===== config.mk =====
export PLATFORM = sky130hd
export DESIGN_NAME = prd_device_flat
export DESIGN_NICKNAME = d
export VERILOG_FILES = /design/src/common/prd_pkg.sv /design/src/common/prd_link_if.sv /design/src/rtl/prd_divided_ref_clock_output_div.sv /design/src/rtl/prd_device.sv /design/src/flat_wrapper.sv
export VERILOG_INCLUDE_DIRS = /design/src /design/src/common
export SDC_FILE = /design/constraint.sdc
export NUM_CORES = 1
export LEC_CHECK = 0
export ABC_AREA = 1
export BUFFER_PORTS_ARGS = -buffer_cell sky130_fd_sc_hd__buf_2
export CORE_MARGIN = 2
export CORE_UTILIZATION = 30
export CTS_CLUSTER_SIZE = 8
export DETAILED_ROUTE_END_ITERATION = 8
export HOLD_SLACK_MARGIN = 0.03
export SLEW_MARGIN = 20
export SYNTH_ARGS = -nofsm -noshare
export SYNTH_HDL_FRONTEND = slang
export SYNTH_HIERARCHICAL = 1
export SYNTH_SLANG_ARGS = --single-unit

===== constraint.sdc =====
create_clock -name mclk -period 3.6 [get_ports mclk]
set_input_delay 0.9 -clock mclk [delete_from_list [all_inputs] [get_ports mclk]]
set_output_delay 0.9 -clock mclk [all_outputs]
set_load 0.02 [all_outputs]

===== src/common/prd_params.svh =====
// field positions, power-up values and timing counts.
// assumes a 40 MHz mclk, 32-bit words, address in [3:0].
//
// Behaviour
// - oscillator runs while enable bit set, ce high
// - host clears enable bit for CMOS oscillator
// - two-bit bias field sets oscillator bias
// - clock output 50:50, inverted to reference
// - clock output divides by even 2..30
// - clock output defaults to divide-by-8
// - divide field zero disables clock output
// - three-bit R divider feeds phase detector
// - R divider defaults to one
// - feedback: 8-bit integer, 15-bit fraction
// - host never programs integer below 23
// - output is pd rate times int+frac/2^15
// - halving option multiplies output by half
// - host keeps integer at most 255
// - ce low clears all configuration
// - host writes only with ce high, ready
// - three-bit select routes status to pin
// - regulator-ready is default status selection
// - ready rises 50 us; host waits for it
// - calibration-complete low during calibrations
// - lock after five good cycles, lost at 25ns
`ifndef PRD_PARAMS_SVH
`define PRD_PARAMS_SVH

// ***************************************************************
// word layout
// ***************************************************************
`define PRD_ADDR_MSB    3
`define PRD_ADDR_LSB    0
`define PRD_REG0_ADDR   4'h0
`define PRD_REG1_ADDR   4'h1
`define PRD_FRAC_MSB    18
`define PRD_FRAC_LSB    4
`define PRD_INT_MSB     26
`define PRD_INT_LSB     19
`define PRD_MUX_MSB     31
`define PRD_MUX_LSB     29
`define PRD_RDIV_MSB    6
`define PRD_RDIV_LSB    4
`define PRD_CKDIV_MSB   10
`define PRD_CKDIV_LSB   7
`define PRD_OSCEN_BIT   12
`define PRD_BIAS_MSB    14
`define PRD_BIAS_LSB    13
`define PRD_HALVE_BIT   18

// ***************************************************************
// power-up values
// ***************************************************************
`define PRD_RST_RDIV    3'h1
`define PRD_RST_CKDIV   4'h4
`define PRD_RST_OSCEN   1'b1
`define PRD_RST_BIAS    2'h0
`define PRD_RST_HALVE   1'b0
`define PRD_RST_MUX     3'h0
`define PRD_RST_INT     8'h00
`define PRD_RST_FRAC    15'h0000

// ***************************************************************
// timing
// ***************************************************************
`define PRD_CLK_MHZ     40
`define PRD_RDY_US      50
`define PRD_RDY_CYCLES  (`PRD_RDY_US * `PRD_CLK_MHZ)
`define PRD_LOCK_IN_NS  15
`define PRD_LOCK_OUT_NS 25
`define PRD_LOCK_RUN    5
`define PRD_INT_MIN     23
`define PRD_SCLK_HALF   4

`endif


===== src/common/prd_pkg.sv =====
// types shared by both ends of the link.
// assumes prd_params.svh holds the numbers.
package prd_pkg;

   // ************************************************************
   // status pin selections
   // ************************************************************
   typedef enum logic [2:0]
   {
      PRD_MUX_REG_READY  = 3'b000,
      PRD_MUX_FILTER_CAL = 3'b001,
      PRD_MUX_LOCK       = 3'b010,
      PRD_MUX_RSSI       = 3'b011,
      PRD_MUX_TX_RX      = 3'b100
   } prd_mux_type;

   typedef enum logic [1:0]
   {
      PRD_H_IDLE  = 2'b00,
      PRD_H_SHIFT = 2'b01,
      PRD_H_LATCH = 2'b10
   } prd_hstate_type;

   // ************************************************************
   // module state
   // ************************************************************
   typedef struct packed
   {
      logic [1:0]  ce_s;
      logic [1:0]  sclk_s;
      logic [1:0]  sdat_s;
      logic [1:0]  sle_s;
      logic        sclk_d;
      logic        sle_d;
      logic [31:0] shift;
      logic [2:0]  mux_sel;
      logic [7:0]  int_n;
      logic [14:0] frac_n;
      logic [2:0]  rdiv;
      logic [3:0]  ckdiv;
      logic        osc_en;
      logic [1:0]  bias;
      logic        halve;
      logic        osc_run;
      logic [11:0] rdy_cnt;
      logic        reg_ready;
      logic [2:0]  rcnt;
      logic        pd_tick;
      logic [2:0]  lock_cnt;
      logic        locked;
      logic [14:0] acc;
      logic [8:0]  fb_ratio;
      logic        status;
   } prd_dev_state_type;

   typedef struct packed
   {
      prd_hstate_type st;
      logic           ce;
      logic           sclk;
      logic           sdata;
      logic           sle;
      logic [31:0]    word;
      logic [4:0]     bitcnt;
      logic [7:0]     divcnt;
      logic [1:0]     stat_s;
      logic [2:0]     sel;
      logic [2:0]     pend_sel;
      logic           pend_is0;
      logic           rdy;
      logic           ready_o;
      logic           done;
      logic           refused;
   } prd_host_state_type;

   typedef struct packed
   {
      logic [3:0] cnt;
      logic       out;
   } prd_ck_state_type;

endpackage


===== src/common/prd_link_if.sv =====
// pins between the host and device ends.
// assumes one mclk; the device resynchronises.
`timescale 1ns/1ps
interface prd_link_if;
   logic ce;
   logic sclk;
   logic sdata;
   logic sle;
   logic status_select_pin;
   logic divided_ref_clock_output;

   modport dev
   (
      input  ce,
      input  sclk,
      input  sdata,
      input  sle,
      output status_select_pin,
      output divided_ref_clock_output
   );

   modport host
   (
      output ce,
      output sclk,
      output sdata,
      output sle,
      input  status_select_pin,
      input  divided_ref_clock_output
   );
endinterface


===== src/rtl/prd_divided_ref_clock_output_div.sv =====
// divided reference clock: toggles every div cycles.
// assumes mclk is the reference.
`timescale 1ns/1ps
module prd_divided_ref_clock_output_div
   import prd_pkg::*;
(
   input  wire logic       mclk,
   input  wire logic       reset,
   input  wire logic       run,
   input  wire logic [3:0] div,
   output      logic       clk_out
);
   prd_ck_state_type q;
   prd_ck_state_type n;

   always_comb
   begin
      n = q;
      if (!run || div == 4'h0)
      begin
         // parked past terminal count so the first edge rises
         n.cnt = 4'hf;
         n.out = 1'b0;
      end
      else if (q.cnt >= div - 4'h1)
      begin
         n.cnt = 4'h0;
         n.out = ~q.out;
      end
      else
      begin
         n.cnt = q.cnt + 4'h1;
      end
   end

   always_ff @(posedge mclk)
   begin
      if (reset)
      begin
         q <= '0;
      end
      else
      begin
         q <= n;
      end
   end

   assign clk_out = q.out;
endmodule


===== src/rtl/prd_device.sv =====
// device end: serial configuration latch, regulator-ready timer,
// R and fractional N dividers, lock detect and status pin selector.
// assumes mclk is the reference clock; analogue inputs share mclk.
`timescale 1ns/1ps
`include "prd_params.svh"
module prd_device
   import prd_pkg::*;
#(
   parameter int READY_CYCLES = `PRD_RDY_CYCLES
)
(
   input  wire logic        mclk,
   input  wire logic        reset,
   prd_link_if.dev          link,
   input  wire logic [7:0]  phase_err_ns,
   input  wire logic        filter_cal_busy,
   input  wire logic        rssi_ready,
   input  wire logic        tx_mode,
   output      logic        osc_run,
   output      logic [1:0]  oscillator_bias_field,
   output      logic        pd_ref_tick,
   output      logic [7:0]  int_count,
   output      logic [14:0] frac_value,
   output      logic        output_halving_select,
   output      logic [8:0]  fb_divide,
   output      logic        lock_detect
);
   generate
      if (READY_CYCLES < 1 || READY_CYCLES > 4095)
      begin : g_bad_ready
         $error("READY_CYCLES out of range 1..4095");
      end
   endgenerate

   prd_dev_state_type q;
   prd_dev_state_type n;

   // ************************************************************
   // power-up and power-down values
   // ************************************************************
   function automatic prd_dev_state_type dev_defaults();
      prd_dev_state_type s;
      s         = '0;
      s.rdiv    = `PRD_RST_RDIV;
      s.ckdiv   = `PRD_RST_CKDIV;
      s.osc_en  = `PRD_RST_OSCEN;
      s.bias    = `PRD_RST_BIAS;
      s.halve   = `PRD_RST_HALVE;
      s.mux_sel = `PRD_RST_MUX;
      s.int_n   = `PRD_RST_INT;
      s.frac_n  = `PRD_RST_FRAC;
      return s;
   endfunction

   // ************************************************************
   // next state
   // ************************************************************
   always_comb
   begin
      logic [15:0] fsum;
      logic [2:0]  rlim;
      logic [3:0]  addr;
      fsum = {1'b0, q.acc} + {1'b0, q.frac_n};
      rlim = (q.rdiv == 3'h0) ? 3'h1 : q.rdiv;
      addr = q.shift[`PRD_ADDR_MSB:`PRD_ADDR_LSB];
      n = q;
      n.pd_tick = 1'b0;
      if (!q.ce_s[1])
      begin
         // regulators off: every stored field returns to its default
         n = dev_defaults();
      end
      else
      begin
         if (!q.reg_ready)
         begin
            n.rdy_cnt = q.rdy_cnt + 12'h001;
            if (q.rdy_cnt == 12'(READY_CYCLES - 1))
            begin
               n.reg_ready = 1'b1;
            end
         end
         // serial port is dead until its regulator is ready
         if (q.reg_ready)
         begin
            if (q.sclk_s[1] && !q.sclk_d)
            begin
               n.shift = {q.shift[30:0], q.sdat_s[1]};
            end
            // fields change only when a whole word is latched
            if (q.sle_s[1] && !q.sle_d)
            begin
               if (addr == `PRD_REG0_ADDR)
               begin
                  n.frac_n  = q.shift[`PRD_FRAC_MSB:`PRD_FRAC_LSB];
                  n.int_n   = q.shift[`PRD_INT_MSB:`PRD_INT_LSB];
                  n.mux_sel = q.shift[`PRD_MUX_MSB:`PRD_MUX_LSB];
               end
               else if (addr == `PRD_REG1_ADDR)
               begin
                  n.rdiv   = q.shift[`PRD_RDIV_MSB:`PRD_RDIV_LSB];
                  n.ckdiv  = q.shift[`PRD_CKDIV_MSB:`PRD_CKDIV_LSB];
                  n.osc_en = q.shift[`PRD_OSCEN_BIT];
                  n.bias   = q.shift[`PRD_BIAS_MSB:`PRD_BIAS_LSB];
                  n.halve  = q.shift[`PRD_HALVE_BIT];
               end
            end
         end
         if (q.osc_run)
         begin
            if (q.rcnt >= rlim - 3'h1)
            begin
               n.rcnt    = 3'h0;
               n.pd_tick = 1'b1;
            end
            else
            begin
               n.rcnt = q.rcnt + 3'h1;
            end
         end
         if (q.pd_tick)
         begin
            // first-order sigma-delta: carry adds one to the count
            n.acc      = fsum[14:0];
            n.fb_ratio = {1'b0, q.int_n} + {8'h00, fsum[15]};
            if (phase_err_ns >= 8'(`PRD_LOCK_OUT_NS))
            begin
               n.locked   = 1'b0;
               n.lock_cnt = 3'h0;
            end
            else if (phase_err_ns < 8'(`PRD_LOCK_IN_NS))
            begin
               if (q.lock_cnt == 3'(`PRD_LOCK_RUN - 1))
               begin
                  n.locked = 1'b1;
               end
               else
               begin
                  n.lock_cnt = q.lock_cnt + 3'h1;
               end
            end
            else
            begin
               n.lock_cnt = 3'h0;
            end
         end
         case (q.mux_sel)
            PRD_MUX_REG_READY:  n.status = q.reg_ready;
            PRD_MUX_FILTER_CAL: n.status = ~filter_cal_busy;
            PRD_MUX_LOCK:       n.status = q.locked;
            PRD_MUX_RSSI:       n.status = rssi_ready;
            PRD_MUX_TX_RX:      n.status = ~tx_mode;
            default:            n.status = 1'b0;
         endcase
      end
      n.ce_s    = {q.ce_s[0], link.ce};
      n.sclk_s  = {q.sclk_s[0], link.sclk};
      n.sdat_s  = {q.sdat_s[0], link.sdata};
      n.sle_s   = {q.sle_s[0], link.sle};
      n.sclk_d  = q.sclk_s[1];
      n.sle_d   = q.sle_s[1];
      n.osc_run = q.ce_s[1] & n.osc_en;
   end

   always_ff @(posedge mclk)
   begin
      if (reset)
      begin
         q <= dev_defaults();
      end
      else
      begin
         q <= n;
      end
   end

   // ************************************************************
   // divided reference clock output
   // ************************************************************
   prd_divided_ref_clock_output_div prd_divided_ref_clock_output_div_i
   (
      .mclk    (mclk),
      .reset   (reset),
      .run     (q.osc_run),
      .div     (q.ckdiv),
      .clk_out (link.divided_ref_clock_output)
   );

   assign link.status_select_pin        = q.status;
   assign osc_run                       = q.osc_run;
   assign oscillator_bias_field         = q.bias;
   assign pd_ref_tick                   = q.pd_tick;
   assign int_count                     = q.int_n;
   assign frac_value                    = q.frac_n;
   assign output_halving_select         = q.halve;
   assign fb_divide                     = q.fb_ratio;
   assign lock_detect                   = q.locked;
endmodule


===== src/flat_wrapper.sv =====
// flat-port wrapper written by rule: the top's interface ports become plain ports
module prd_device_flat import prd_pkg::*;
#(
   parameter int READY_CYCLES = `PRD_RDY_CYCLES
)
  (mclk, reset, phase_err_ns, filter_cal_busy, rssi_ready, tx_mode, osc_run, oscillator_bias_field, pd_ref_tick, int_count, frac_value, output_halving_select, fb_divide, lock_detect, link_ce, link_sclk, link_sdata, link_sle, link_status_select_pin, link_divided_ref_clock_output);
  prd_link_if link_i ();
  input  wire logic mclk;
  input  wire logic reset;
  input  wire logic [7:0] phase_err_ns;
  input  wire logic filter_cal_busy;
  input  wire logic rssi_ready;
  input  wire logic tx_mode;
  output      logic osc_run;
  output      logic [1:0] oscillator_bias_field;
  output      logic pd_ref_tick;
  output      logic [7:0] int_count;
  output      logic [14:0] frac_value;
  output      logic output_halving_select;
  output      logic [8:0] fb_divide;
  output      logic lock_detect;
  input wire logic [$bits(link_i.ce)-1:0] link_ce;
  input wire logic [$bits(link_i.sclk)-1:0] link_sclk;
  input wire logic [$bits(link_i.sdata)-1:0] link_sdata;
  input wire logic [$bits(link_i.sle)-1:0] link_sle;
  output wire logic [$bits(link_i.status_select_pin)-1:0] link_status_select_pin;
  output wire logic [$bits(link_i.divided_ref_clock_output)-1:0] link_divided_ref_clock_output;
  assign link_i.ce = link_ce;
  assign link_i.sclk = link_sclk;
  assign link_i.sdata = link_sdata;
  assign link_i.sle = link_sle;
  assign link_status_select_pin = link_i.status_select_pin;
  assign link_divided_ref_clock_output = link_i.divided_ref_clock_output;
  prd_device #(.READY_CYCLES(READY_CYCLES)) u_core (.mclk(mclk), .reset(reset), .link(link_i), .phase_err_ns(phase_err_ns), .filter_cal_busy(filter_cal_busy), .rssi_ready(rssi_ready), .tx_mode(tx_mode), .osc_run(osc_run), .oscillator_bias_field(oscillator_bias_field), .pd_ref_tick(pd_ref_tick), .int_count(int_count), .frac_value(frac_value), .output_halving_select(output_halving_select), .fb_divide(fb_divide), .lock_detect(lock_detect));
endmodule

# --- Word level (Yosys, flattened, before mapping) ---
# Index checks and enable logic that the tools add are counted.
totals:
  reg_bits: 131
  inputBits: 17
  elab_cells: 93
classes:
  n_addsub: 8
  magnitude_cmp: 4
  eq_ne: 8
  mux: 19
  bitwise_logic: 7
  reduce_logical: 20
ops:
  columns: ["cell", "count"]
  rows:
  - ["4-bit 2-to-1 mux", 7]
  - ["15-bit by 15-bit adder with 16-bit output", 1]
  - ["12-bit by 1-bit adder with 12-bit output, second input constant", 1]
  - ["12-bit by 11-bit == test with 1-bit output, second input constant", 1]
  - ["3-bit 2-to-1 mux", 4]
  - ["8-bit by 1-bit adder with 9-bit output", 1]
  - ["8-bit by 5-bit >= comparator with 1-bit output, second input constant", 1]
  - ["4-bit zero test", 2]
  - ["8-bit by 4-bit < comparator with 1-bit output, second input constant", 1]
  - ["3-bit by 1-bit adder with 3-bit output, second input constant", 2]
  - ["3-bit by 2-bit == test with 1-bit output, second input constant", 2]
  - ["3-bit == test, second input constant", 2]
  - ["3-bit zero test", 2]
  - ["1-bit 2-to-1 mux", 6]
  - ["1-bit inverter", 6]
  - ["3-bit AND reduction", 2]
  - ["5-bit 2-to-1 mux", 1]
  - ["1-bit one-hot mux with 5 select lines", 1]
  - ["4-bit by 1-bit adder with 4-bit output, second input constant", 1]
  - ["4-bit by 1-bit == test with 1-bit output, second input constant", 1]
  - ["4-bit >= comparator", 1]
  - ["2-bit AND reduction", 2]
  - ["4-bit AND reduction", 1]
  - ["2-bit nonzero test", 2]
  - ["other kinds (11)", 15]

# --- Depth between registers and ports, before layout ---
# Gate-level depths: netlist (run 1).
depth:
  ltp_word: 7
  ltp_mapped: 15
  depth_no_buf: 15

# --- Hierarchy ---
# The synthesis (run 1) kept the hierarchy.
by_module_without_submodules:
  columns: ["module", "instances", "cells_per_inst", "area_per_inst_um2", "seq_area_each_um2"]
  rows:
  - ["prd_device", 1, 846, 6022.0, 2522.4]
  - ["prd_divided_ref_clock_output_div", 1, 53, 389.1, 100.1]

# --- Worst setup path after synthesis (run 1) ---
# Ideal clock, no wire load.
synth_path:
  kind: "reg-to-reg"
  startpoint: "register u_core.q, in the netlist u_core/frac_value[2]"
  endpoint: "register u_core.q, in the netlist u_core/fb_divide[6]"
  setup_time_ns: 0.115
  t_arrival_ns: 2.088
  path_slack_ns: 1.397
  stages_incl_launch_ff: 16
  period_less_slack_ns: 2.203
  cell_sequence: "dfxtp_1 -> ha_1 -> nand3_1 -> nand2_1 -> nand2_1 -> nand2_1 -> nand3_1 -> o2111ai_1 -> ha_1 -> ha_1 -> nand2_1 -> nor2_1 -> nand3_1 -> xor2_1 -> o21ai_0 -> inv_1"
synth_between:
  elab_chain_cells: 2
synth_lines:
  columns: ["element", "line_no", "rtl"]
  rows:
  - ["from (decl)", "prd_device.sv:35", "prd_dev_state_type q;"]
  - ["from (signal assigned)", "prd_device.sv:169", "q <= dev_defaults();"]
  - ["from (signal assigned)", "prd_device.sv:173", "q <= n;"]
  - ["15-bit by 15-bit adder with 16-bit output", "prd_device.sv:63", "fsum = {1'b0, q.acc} + {1'b0, q.frac_n};"]
  - ["8-bit by 1-bit adder with 9-bit output", "prd_device.sv:125", "n.fb_ratio = {1'b0, q.int_n} + {8'h00, fsum[15]};"]
# No other way between the ends.
# A chain may end at the register's enable or synchronous reset.

# --- Worst setup path after layout (run 1) ---
# Ends and elaborated chain as after synthesis.

==> impl_results.md, run 1 <==
- Total gr overflow: 0
- Netlist cell types: 36
- Reg2Reg Depth: 15
- XOR/XNOR Fraction of Synth Area: 2.73%
- Int Pwr: 2610 uW
- Post-Synth Adder-Cell Area: 6.36%
- DR iter-0 viols: 229
- Nets: 964
- Tot GR Track Use: 12.7%
- Worst slew pin tran: 0.951 ns
- Initial Utilization: 30.5%
- Sequential fraction of the synthesis area: 40.9%
- CTS clk-pin slew, worst paths: 0.06 ns
- Total CTS buffers: 17
- Mux share of post-synthesis cell area: 0%
- Tmin final: 2.47 ns
- Initial antenna violation count: 0
- Total die area: 22600 um2
- FF-to-FF Start: u_core/frac_value[2]$_SDFFE_PP0P_
- FFs w/ async S/R, synth: 0%
- Max-Cap Viols: 0
- Synth Cell Area: 6410 um2
- First-pass detailed-route iteration total: 5
- Slew Limit Headroom: 36.5%
- Resize count post-CTS: 0
- First-pass GRT wire length: 22.8 mm
- Fill cells: 2234
- HP Class: flop to flop
- Simple-gate share of the synthesized area: 24.7%
- Post-route DRC: 0
- H-tree depth: 4
- Clock skew: 0.00654 ns
- Synthesized flop and latch total: 131
- Net Sw Frac: 20.2%
- Die height: 150 um
- Pins Over Slew Limit: 0
- PortBufs: 56
- Most frequent cells in the layout: 188 x nor2_1, 131 x nand2_1, 131 x dfxtp_1, 109 x inv_1, 89 x o21ai_0
- Vias per inst: 4.30
- Clock power share: 53.2%
- Root Buffer: clkbuf_16
- Static leakage: 0.00338 uW
- Routed WL: 13.5 mm
- HPWL Detailed: 9.66 mm
- # IOs: 57
- Worst Setup Path Type: flop to flop
- Remaining antenna violation count after routing: 0
- Critical Path Source Type: flop
- Synth Flop Type: dfxtp_1
- Combinational Power Share: 2.0%
- Fmax achieved: 404 MHz
- Critical Path Sink Type: flop
- CTS max path bufs: 2
- Final setup TNS: 0 ns
- Vias in the first global route: 4741
- Syn nets: 948
- Power share of the sequential group: 44.9%
- CTS Sinks: 131
- Crit Path Max Fanout: 6
- N_diodes: 0
- Routed len/inst: 11.2 um
- Net Switching: 658 uW
- FP Rows: 53
- Yosys warns: 6
- Depth of the worst hold-timing path: 2
- Post-layout power: 3260 uW
- DR vias: 5172
- Share of cells above drive strength 1: 12.2%
- Area grow syn2layout: 13.5%
- Crit path arrival time: 2.78 ns
- Status: completed
- RePlAce Congestion: 0.778
- Post-synthesis cell count: 899
- Post-synthesis compound-gate area fraction: 12.2%
- Max VDD drop: 0.305 mV
- Commonest non-fill, non-tap cell in the layout: nor2_1
- Critical path launch point: u_core/frac_value[2]$_SDFFE_PP0P_
- Reg-to-reg endpoint: u_core/fb_divide[6]$_SDFFE_PP0P_
- Crit path required time: 3.90 ns
- Hold_buf cts: 0
- Setup Fix Bufs, Post-CTS: 0
- RSZ-0062 raised after global routing: no
- Post-synth EDFFs: 0
- Period utilization: 68.7%
- Largest family of logic cells by synthesized area: simple AND/OR/NAND/NOR gates
- CTS tree: yes
- Pwr/cell area: 449 nW/um2
- R2r setup slk: 1.13 ns
- Endpoints failing setup: 0
- Largest net degree at the start of global routing: 37
- Worst-skew pair later-pin latency: 0.41 ns
- HP Start: u_core/n[125]$_SDFF_PP0_
- Chip width: 150 um
- Final Hold Viols: 0
- Core ar.: 21000 um2
- Syn Area/Cell: 7.13 um2
- Worst min-delay path endpoint: u_core/q[125]$_SDFF_PP0_
power by group through the flow:
stage / registers (uW) / clock network [uW] / logic [uW]
5_1_grt: 1460 / 1850 / 73.2
3_5_place_dp: 1500 / 0 / 64.2
4_1_cts: 1460 / 1780 / 64.5
6_report: 1460 / 1740 / 63.8
2_1_floorplan: 1490 / 0 / 42.7
3_3_place_gp: 1500 / 0 / 63.7
worst max path at each step:
stage	slack [ns]	to	cells after the start
after floorplan	1.40	u_core/fb_divide[6]$_SDFFE_PP0P_	15
after global placement	1.17	u_core/fb_divide[7]$_SDFFE_PP0P_	7
after detailed placement	1.11	u_core/fb_divide[2]$_SDFFE_PP0P_	7
after CTS	1.09	u_core/fb_divide[6]$_SDFFE_PP0P_	15
after global routing	0.82	u_core/fb_divide[6]$_SDFFE_PP0P_	15
final	1.13	u_core/fb_divide[6]$_SDFFE_PP0P_	15
worst max-delay path, stage by stage (launching register included):
cell and delay [ns]:
dfxtp_1 0.32, ha_1 0.39, nand3_1 0.10, nand2_1 0.14
nand2_1 0.06, nand2_1 0.09, nand3_1 0.09, o2111ai_1 0.10
ha_1 0.20, ha_1 0.18, nand2_1 0.06, nor2_1 0.15
nand3_1 0.13, xor2_1 0.16, o21ai_0 0.14, inv_1 0.06
cell usage after synthesis, types with 2 or more instances:
cell	n	area, um2
nand3_2	2	20.0
o21ai_1	2	10.0
inv_1	109	409
xnor2_1	3	26.3
xor2_1	17	149
nand2_2	5	31.3
a31oi_1	2	12.5
o211ai_1	3	22.5
clkbuf_2	2	10.0
nand2_1	131	492
inv_2	5	18.8
nor2_1	189	709
buf_2	5	25.0
or2_2	2	12.5
buf_4	34	255
nor4_1	2	12.5
a21oi_1	52	260
o21ai_0	89	445
ha_1	31	388
buf_6	2	22.5
nand4_1	8	50.1
clkbuf_1	18	67.6
nor3_1	3	15.0
nand3_1	37	185
dfxtp_1	131	2620
nor2_2	4	25.0
buf_1	2	7.51
layer usage:
metal	vias to the layer above	share of wire, %	GRT usage (%)
met2	56	45	20.5
met1	2264	51	16.3
met4	0	0.75	3.96
met5	-	0	0
li1	2844	-	-
met3	8	3.2	3.91
final cells by class:
type	instances	area, um2	share of cell area, %
clock inverter	9	129	1.77
multi-input combinational	589	2960	40.7
tap	275	344	4.73
timing repair buffer	61	318	4.37
inverter	115	433	5.95
clock buffer	23	468	6.43
sequential	131	2620	36.0
per-stage QoR:
step / setup slack (ns) / hold slack [ns] / util (%) / std cells / cell area (um2)
finish: 1.13 / 0.403 / 34.6 / 1203 / 7280
global placement: 1.17 / 0.394 / 31.8 / 1171 / 6680
CTS: 1.09 / 0.403 / 34.6 / 1203 / 7280
global route: 0.821 / 0.417 / 34.6 / 1203 / 7280
detailed placement: 1.11 / 0.395 / 31.8 / 1171 / 6680
floorplan: 1.40 / 0.388 / - / 899 / 6410
cell families after synthesis:
family,Yosys count
simple gates,386
fa+ha+maj,32
flops,131
compound gates,151
xor+xnor,20
buf+inv,179
state kept, by name, indices dropped and copies added, names as in the netlist:
signal and flops:
u_core/link.status_select_pin 1, u_core/fb_divide 9, u_core/q 81, u_core/lock_detect 1, u_core/oscillator_bias_field 2, u_core/prd_divided_ref_clock_output_div_i/clk_out 1, u_core/output_halving_select 1, u_core/n 6
u_core/osc_run 1, u_core/pd_ref_tick 1, u_core/frac_value 15, u_core/prd_divided_ref_clock_output_div_i/q 4, u_core/int_count 8
(Power assumes the default switching activity.)
==> run 2: changes to the inputs <==
ABC_AREA = 0   (was 1)
clock period = 2.2 ns   (was 3.6 ns; I/O delays follow)
==> run 2 against run 1 <==
Compared with the run above: the flow now finishes with violations (negative setup slack); core utilization up 3.9 points; worst setup slack lost 1.4 ns; area after synthesis down 5.7%; synthesized cell count decreased by 25%; critical path depth fell by 3; highest routed layer unchanged.
==> impl_results.md, run 2 <==
- Pins Over Slew Limit: 0 (unchanged)
- N_diodes: 0 (unchanged)
- Crit Path Max Fanout: 2 (was 6)
- Max reg flops: 81 (unchanged)
- Status: finished with violations (was completed)
- # IOs: 57 (unchanged)
- Total die area: 21300 um2 (was 22600 um2)
- Tmin final: 2.46 ns (was 2.47 ns)
- Slowest stage delay, CP: 0.34 ns (was 0.39 ns)
- Endpoints failing setup: 8 (was 0)
- RePlAce Congestion: 0.795 (was 0.778)
- Initial antenna violation count: 0 (unchanged)
- Top cell type's share of synthesized area: 43.4% (was 40.9%)
- Failing checks: negative setup slack
- CP most frequent cell: ha_4 (was nand2_1)
- Nets: 791 (was 964)
- Total gr overflow: 0 (unchanged)
- Slew Limit Headroom: 56.7% (was 36.5%)
- Top post-synthesis cells by area: dfxtp_1 43%, mux2i_1 7.8%, ha_1 6.4%, nand2_1 5.5%, nor2_1 4.8% (was dfxtp_1 41%, nor2_1 11%, nand2_1 7.7%, o21ai_0 6.9%, inv_1 6.4%)
- Area leader, netlist: dfxtp_1 (unchanged)
- CP Cell Sequence: ha_4, a21o_1, a31o_4, or3_4, a21oi_4, o31ai_2, ha_2, ha_4, nand3_2, nor2_4, xnor2_2, a211oi_2 (was ha_1, nand3_1, nand2_1, nand2_1, nand2_1, nand3_1, o2111ai_1, ha_1, ha_1, nand2_1, nor2_1, nand3_1, xor2_1, o21ai_0, inv_1)
- Syn nets: 725 (was 948)
- Sequential fraction of the synthesis area: 43.4% (was 40.9%)
- Total CTS buffers: 17 (unchanged)
- Post-synth EDFFs: 0 (unchanged)
- Core ar.: 19600 um2 (was 21000 um2)
- R2r setup slk: -0.26 ns (was 1.13 ns)
- Commonest non-fill, non-tap cell in the layout: dfxtp_1 (was nor2_1)
- Static leakage: 0.00286 uW (was 0.00338 uW)
- Yosys warns: 6 (unchanged)
- Vias in the first global route: 4547 (was 4741)
- Post-synthesis cell count: 676 (was 899)
- Hold_buf cts: 0 (unchanged)
- Worst-skew pair later-pin latency: 0.42 ns (was 0.41 ns)
- Vias per inst: 4.59 (was 4.30)
- HP Class: input port to flop (was flop to flop)
- FFs w/ async S/R, synth: 0% (unchanged)
- RSZ-0062 raised after global routing: yes (was no)
- Family with the most delay on the worst path: compound AO/OA/AOI/OAI gates (was simple AND/OR/NAND/NOR gates)
- Critical Path Source Type: flop (unchanged)
- Crit-path slowest cell: or3_4 (was ha_1)
- First-pass GRT wire length: 22.5 mm (was 22.8 mm)
- Critical Path Sink Type: flop (unchanged)
- Routed len/inst: 13.0 um (was 11.2 um)
- CTS Sinks: 131 (unchanged)
- CTS clk-pin slew, worst paths: 0.06 ns (about the same)
- Largest Register: u_core/q (unchanged)
- Max-Cap Viols: 0 (unchanged)
- Period utilization: 112% (was 68.7%)
- Remaining antenna violation count after routing: 0 (unchanged)
- Largest net degree at the start of global routing: 38 (was 37)
- Max VDD drop: 0.462 mV (was 0.305 mV)
- Initial Utilization: 30.9% (was 30.5%)
- Final Hold Viols: 0 (unchanged)
- Crit path arrival time: 2.81 ns (was 2.78 ns)
- DR vias: 4678 (was 5172)
- DR iter-0 viols: 253 (was 229)
- Worst slew pin tran: 0.650 ns (was 0.951 ns)
- HPWL Detailed: 9.28 mm (was 9.66 mm)
- Area grow syn2layout: 24.9% (was 13.5%)
- Buf+Inv Stages, Crit Path: 0 (was 1)
- Fmax achieved: 406 MHz (was 404 MHz)
- Final worst slack: -0.261 ns (was 1.13 ns)
- First-pass detailed-route iteration total: 4 (was 5)
- Synthesized flop and latch total: 131 (unchanged)
- CTS max path bufs: 2 (unchanged)
- FP Rows: 51 (was 53)
- Die height: 146 um (was 150 um)
- Clock skew: 0.00654 ns (about the same)
- Most frequent cell after synthesis: dfxtp_1 (was nor2_1)
- H-tree depth: 4 (unchanged)
- Worst hold slack: 0.344 ns (was 0.403 ns)
- Fill cells: 1999 (was 2234)
- CTS tree: yes (unchanged)
- Routed WL: 13.3 mm (was 13.5 mm)
- Crit path required time: 2.54 ns (was 3.90 ns)
- Root Buffer: clkbuf_16 (unchanged)
- Worst Setup Path Type: flop to flop (unchanged)
- Most frequent cells in the layout: 123 x dfxtp_1, 88 x nand2_1, 75 x nor2_1, 56 x buf_2, 54 x buf_4 (was 188 x nor2_1, 131 x nand2_1, 131 x dfxtp_1, 109 x inv_1, 89 x o21ai_0)
- Share of cells above drive strength 1: 24.4% (was 12.2%)
- Tot GR Track Use: 13.1% (was 12.7%)
- Netlist cell types: 53 (was 36)
- Post-place setup slack: -0.374 ns (was 1.11 ns)
- PortBufs: 56 (unchanged)
- Pwr/cell area: 726 nW/um2 (was 449 nW/um2)
- Post-layout power: 5480 uW (was 3260 uW)
- Chip width: 146 um (was 150 um)
- Synth Flop Type: dfxtp_1 (unchanged)
- Final setup TNS: -1.48 ns (was 0 ns)
- Post-route DRC: 0 (unchanged)
- Syn Area/Cell: 8.94 um2 (was 7.13 um2)
- Synth Cell Area: 6040 um2 (was 6410 um2)
- Most frequent cells after synthesis: 131 x dfxtp_1, 88 x nand2_1, 77 x nor2_1, 54 x a21oi_1, 47 x mux2i_1 (was 189 x nor2_1, 131 x dfxtp_1, 131 x nand2_1, 109 x inv_1, 89 x o21ai_0)
run 2: cell types whose count changed after synthesis, moves of 8 or more:
cell,before,now
nand3_1,37,20
inv_1,109,14
nor2_1,189,77
xor2_1,17,9
a211oi_1,0,9
xnor2_1,3,20
mux2i_1,0,47
nand2_1,131,88
nor2b_1,0,11
o21ai_0,89,13
run 2: cell families (layout without fill, tap and decap cells):
logic type | after synthesis | in the layout | synth area share, %
compound gates | 113 | 113 | 11.5
buf+inv | 81 | 160 | 7.58
simple gates | 242 | 242 | 18.4
flops | 131 | 131 | 43.4
fa+ha+maj | 32 | 32 | 6.75
mux | 48 | 48 | 8.22
xor+xnor | 29 | 29 | 4.20
run 2: power breakdown:
group	internal (uW)	total, uW	switching [uW]
sequential	2390	2400	10.9
combinational	42.5	99.1	56.7
clock	1930	2980	1050
total	4360	5480	1120
run 2: repair_timing:
action                                  4_1_cts  5_1_grt
endpoints found under the setup margin        8        9
endpoints found under the hold margin         0        0
setup buffers                                 1        3
pin swaps                                    12        6
gates resized for setup                      12       10
run 2: area by class of cell:
type,count,area (um2),share of cell area (%)
tap,265,332,4.39
clock buffer,20,447,5.92
clock inverter,12,181,2.40
multi-input combinational,464,3160,41.8
sequential,131,2630,34.9
inverter,14,52.6,0.696
timing repair buffer,114,748,9.91
run 2: worst paths after layout:
check,from,to,depth (start not counted)
worst max register to register,u_core/q[18]$_SDFFE_PP0P_,u_core/fb_divide[6]$_SDFFE_PP0P_,12
worst max-delay path,u_core/q[18]$_SDFFE_PP0P_,u_core/fb_divide[6]$_SDFFE_PP0P_,12
worst min-delay path,link_sdata,u_core/n[121]$_SDFF_PP0_,2
worst min register to register,u_core/q[121]$_SDFF_PP0_,u_core/q[84]$_SDFFE_PP0P_,2
run 2: worst reg2reg max path, delay by kind of cell (launching register included):
kind	cells	cell delay, ns
XOR/XNOR	1	0.13
AND/OR/NAND/NOR	3	0.49
AO/OA/AOI/OAI	5	0.79
adder cells (fa/ha/maj)	3	0.63
flip-flops	1	0.33
run 2: per-layer routing:
metal	vias up	track usage (%)	share of wire, %
met5	-	0	0
met4	0	4.71	1.5
met3	15	3.42	3.2
met2	56	21.1	48
met1	2179	16.9	48
li1	2428	-	-
run 2: stage by stage:
step	util [%]	area [um2]	cells
6_report	38.5	7550	1020
3_5_place_dp	34.6	6770	984
3_3_place_gp	34.6	6770	984
4_1_cts	38.2	7480	1017
5_1_grt	38.5	7550	1020
2_1_floorplan	-	6130	676
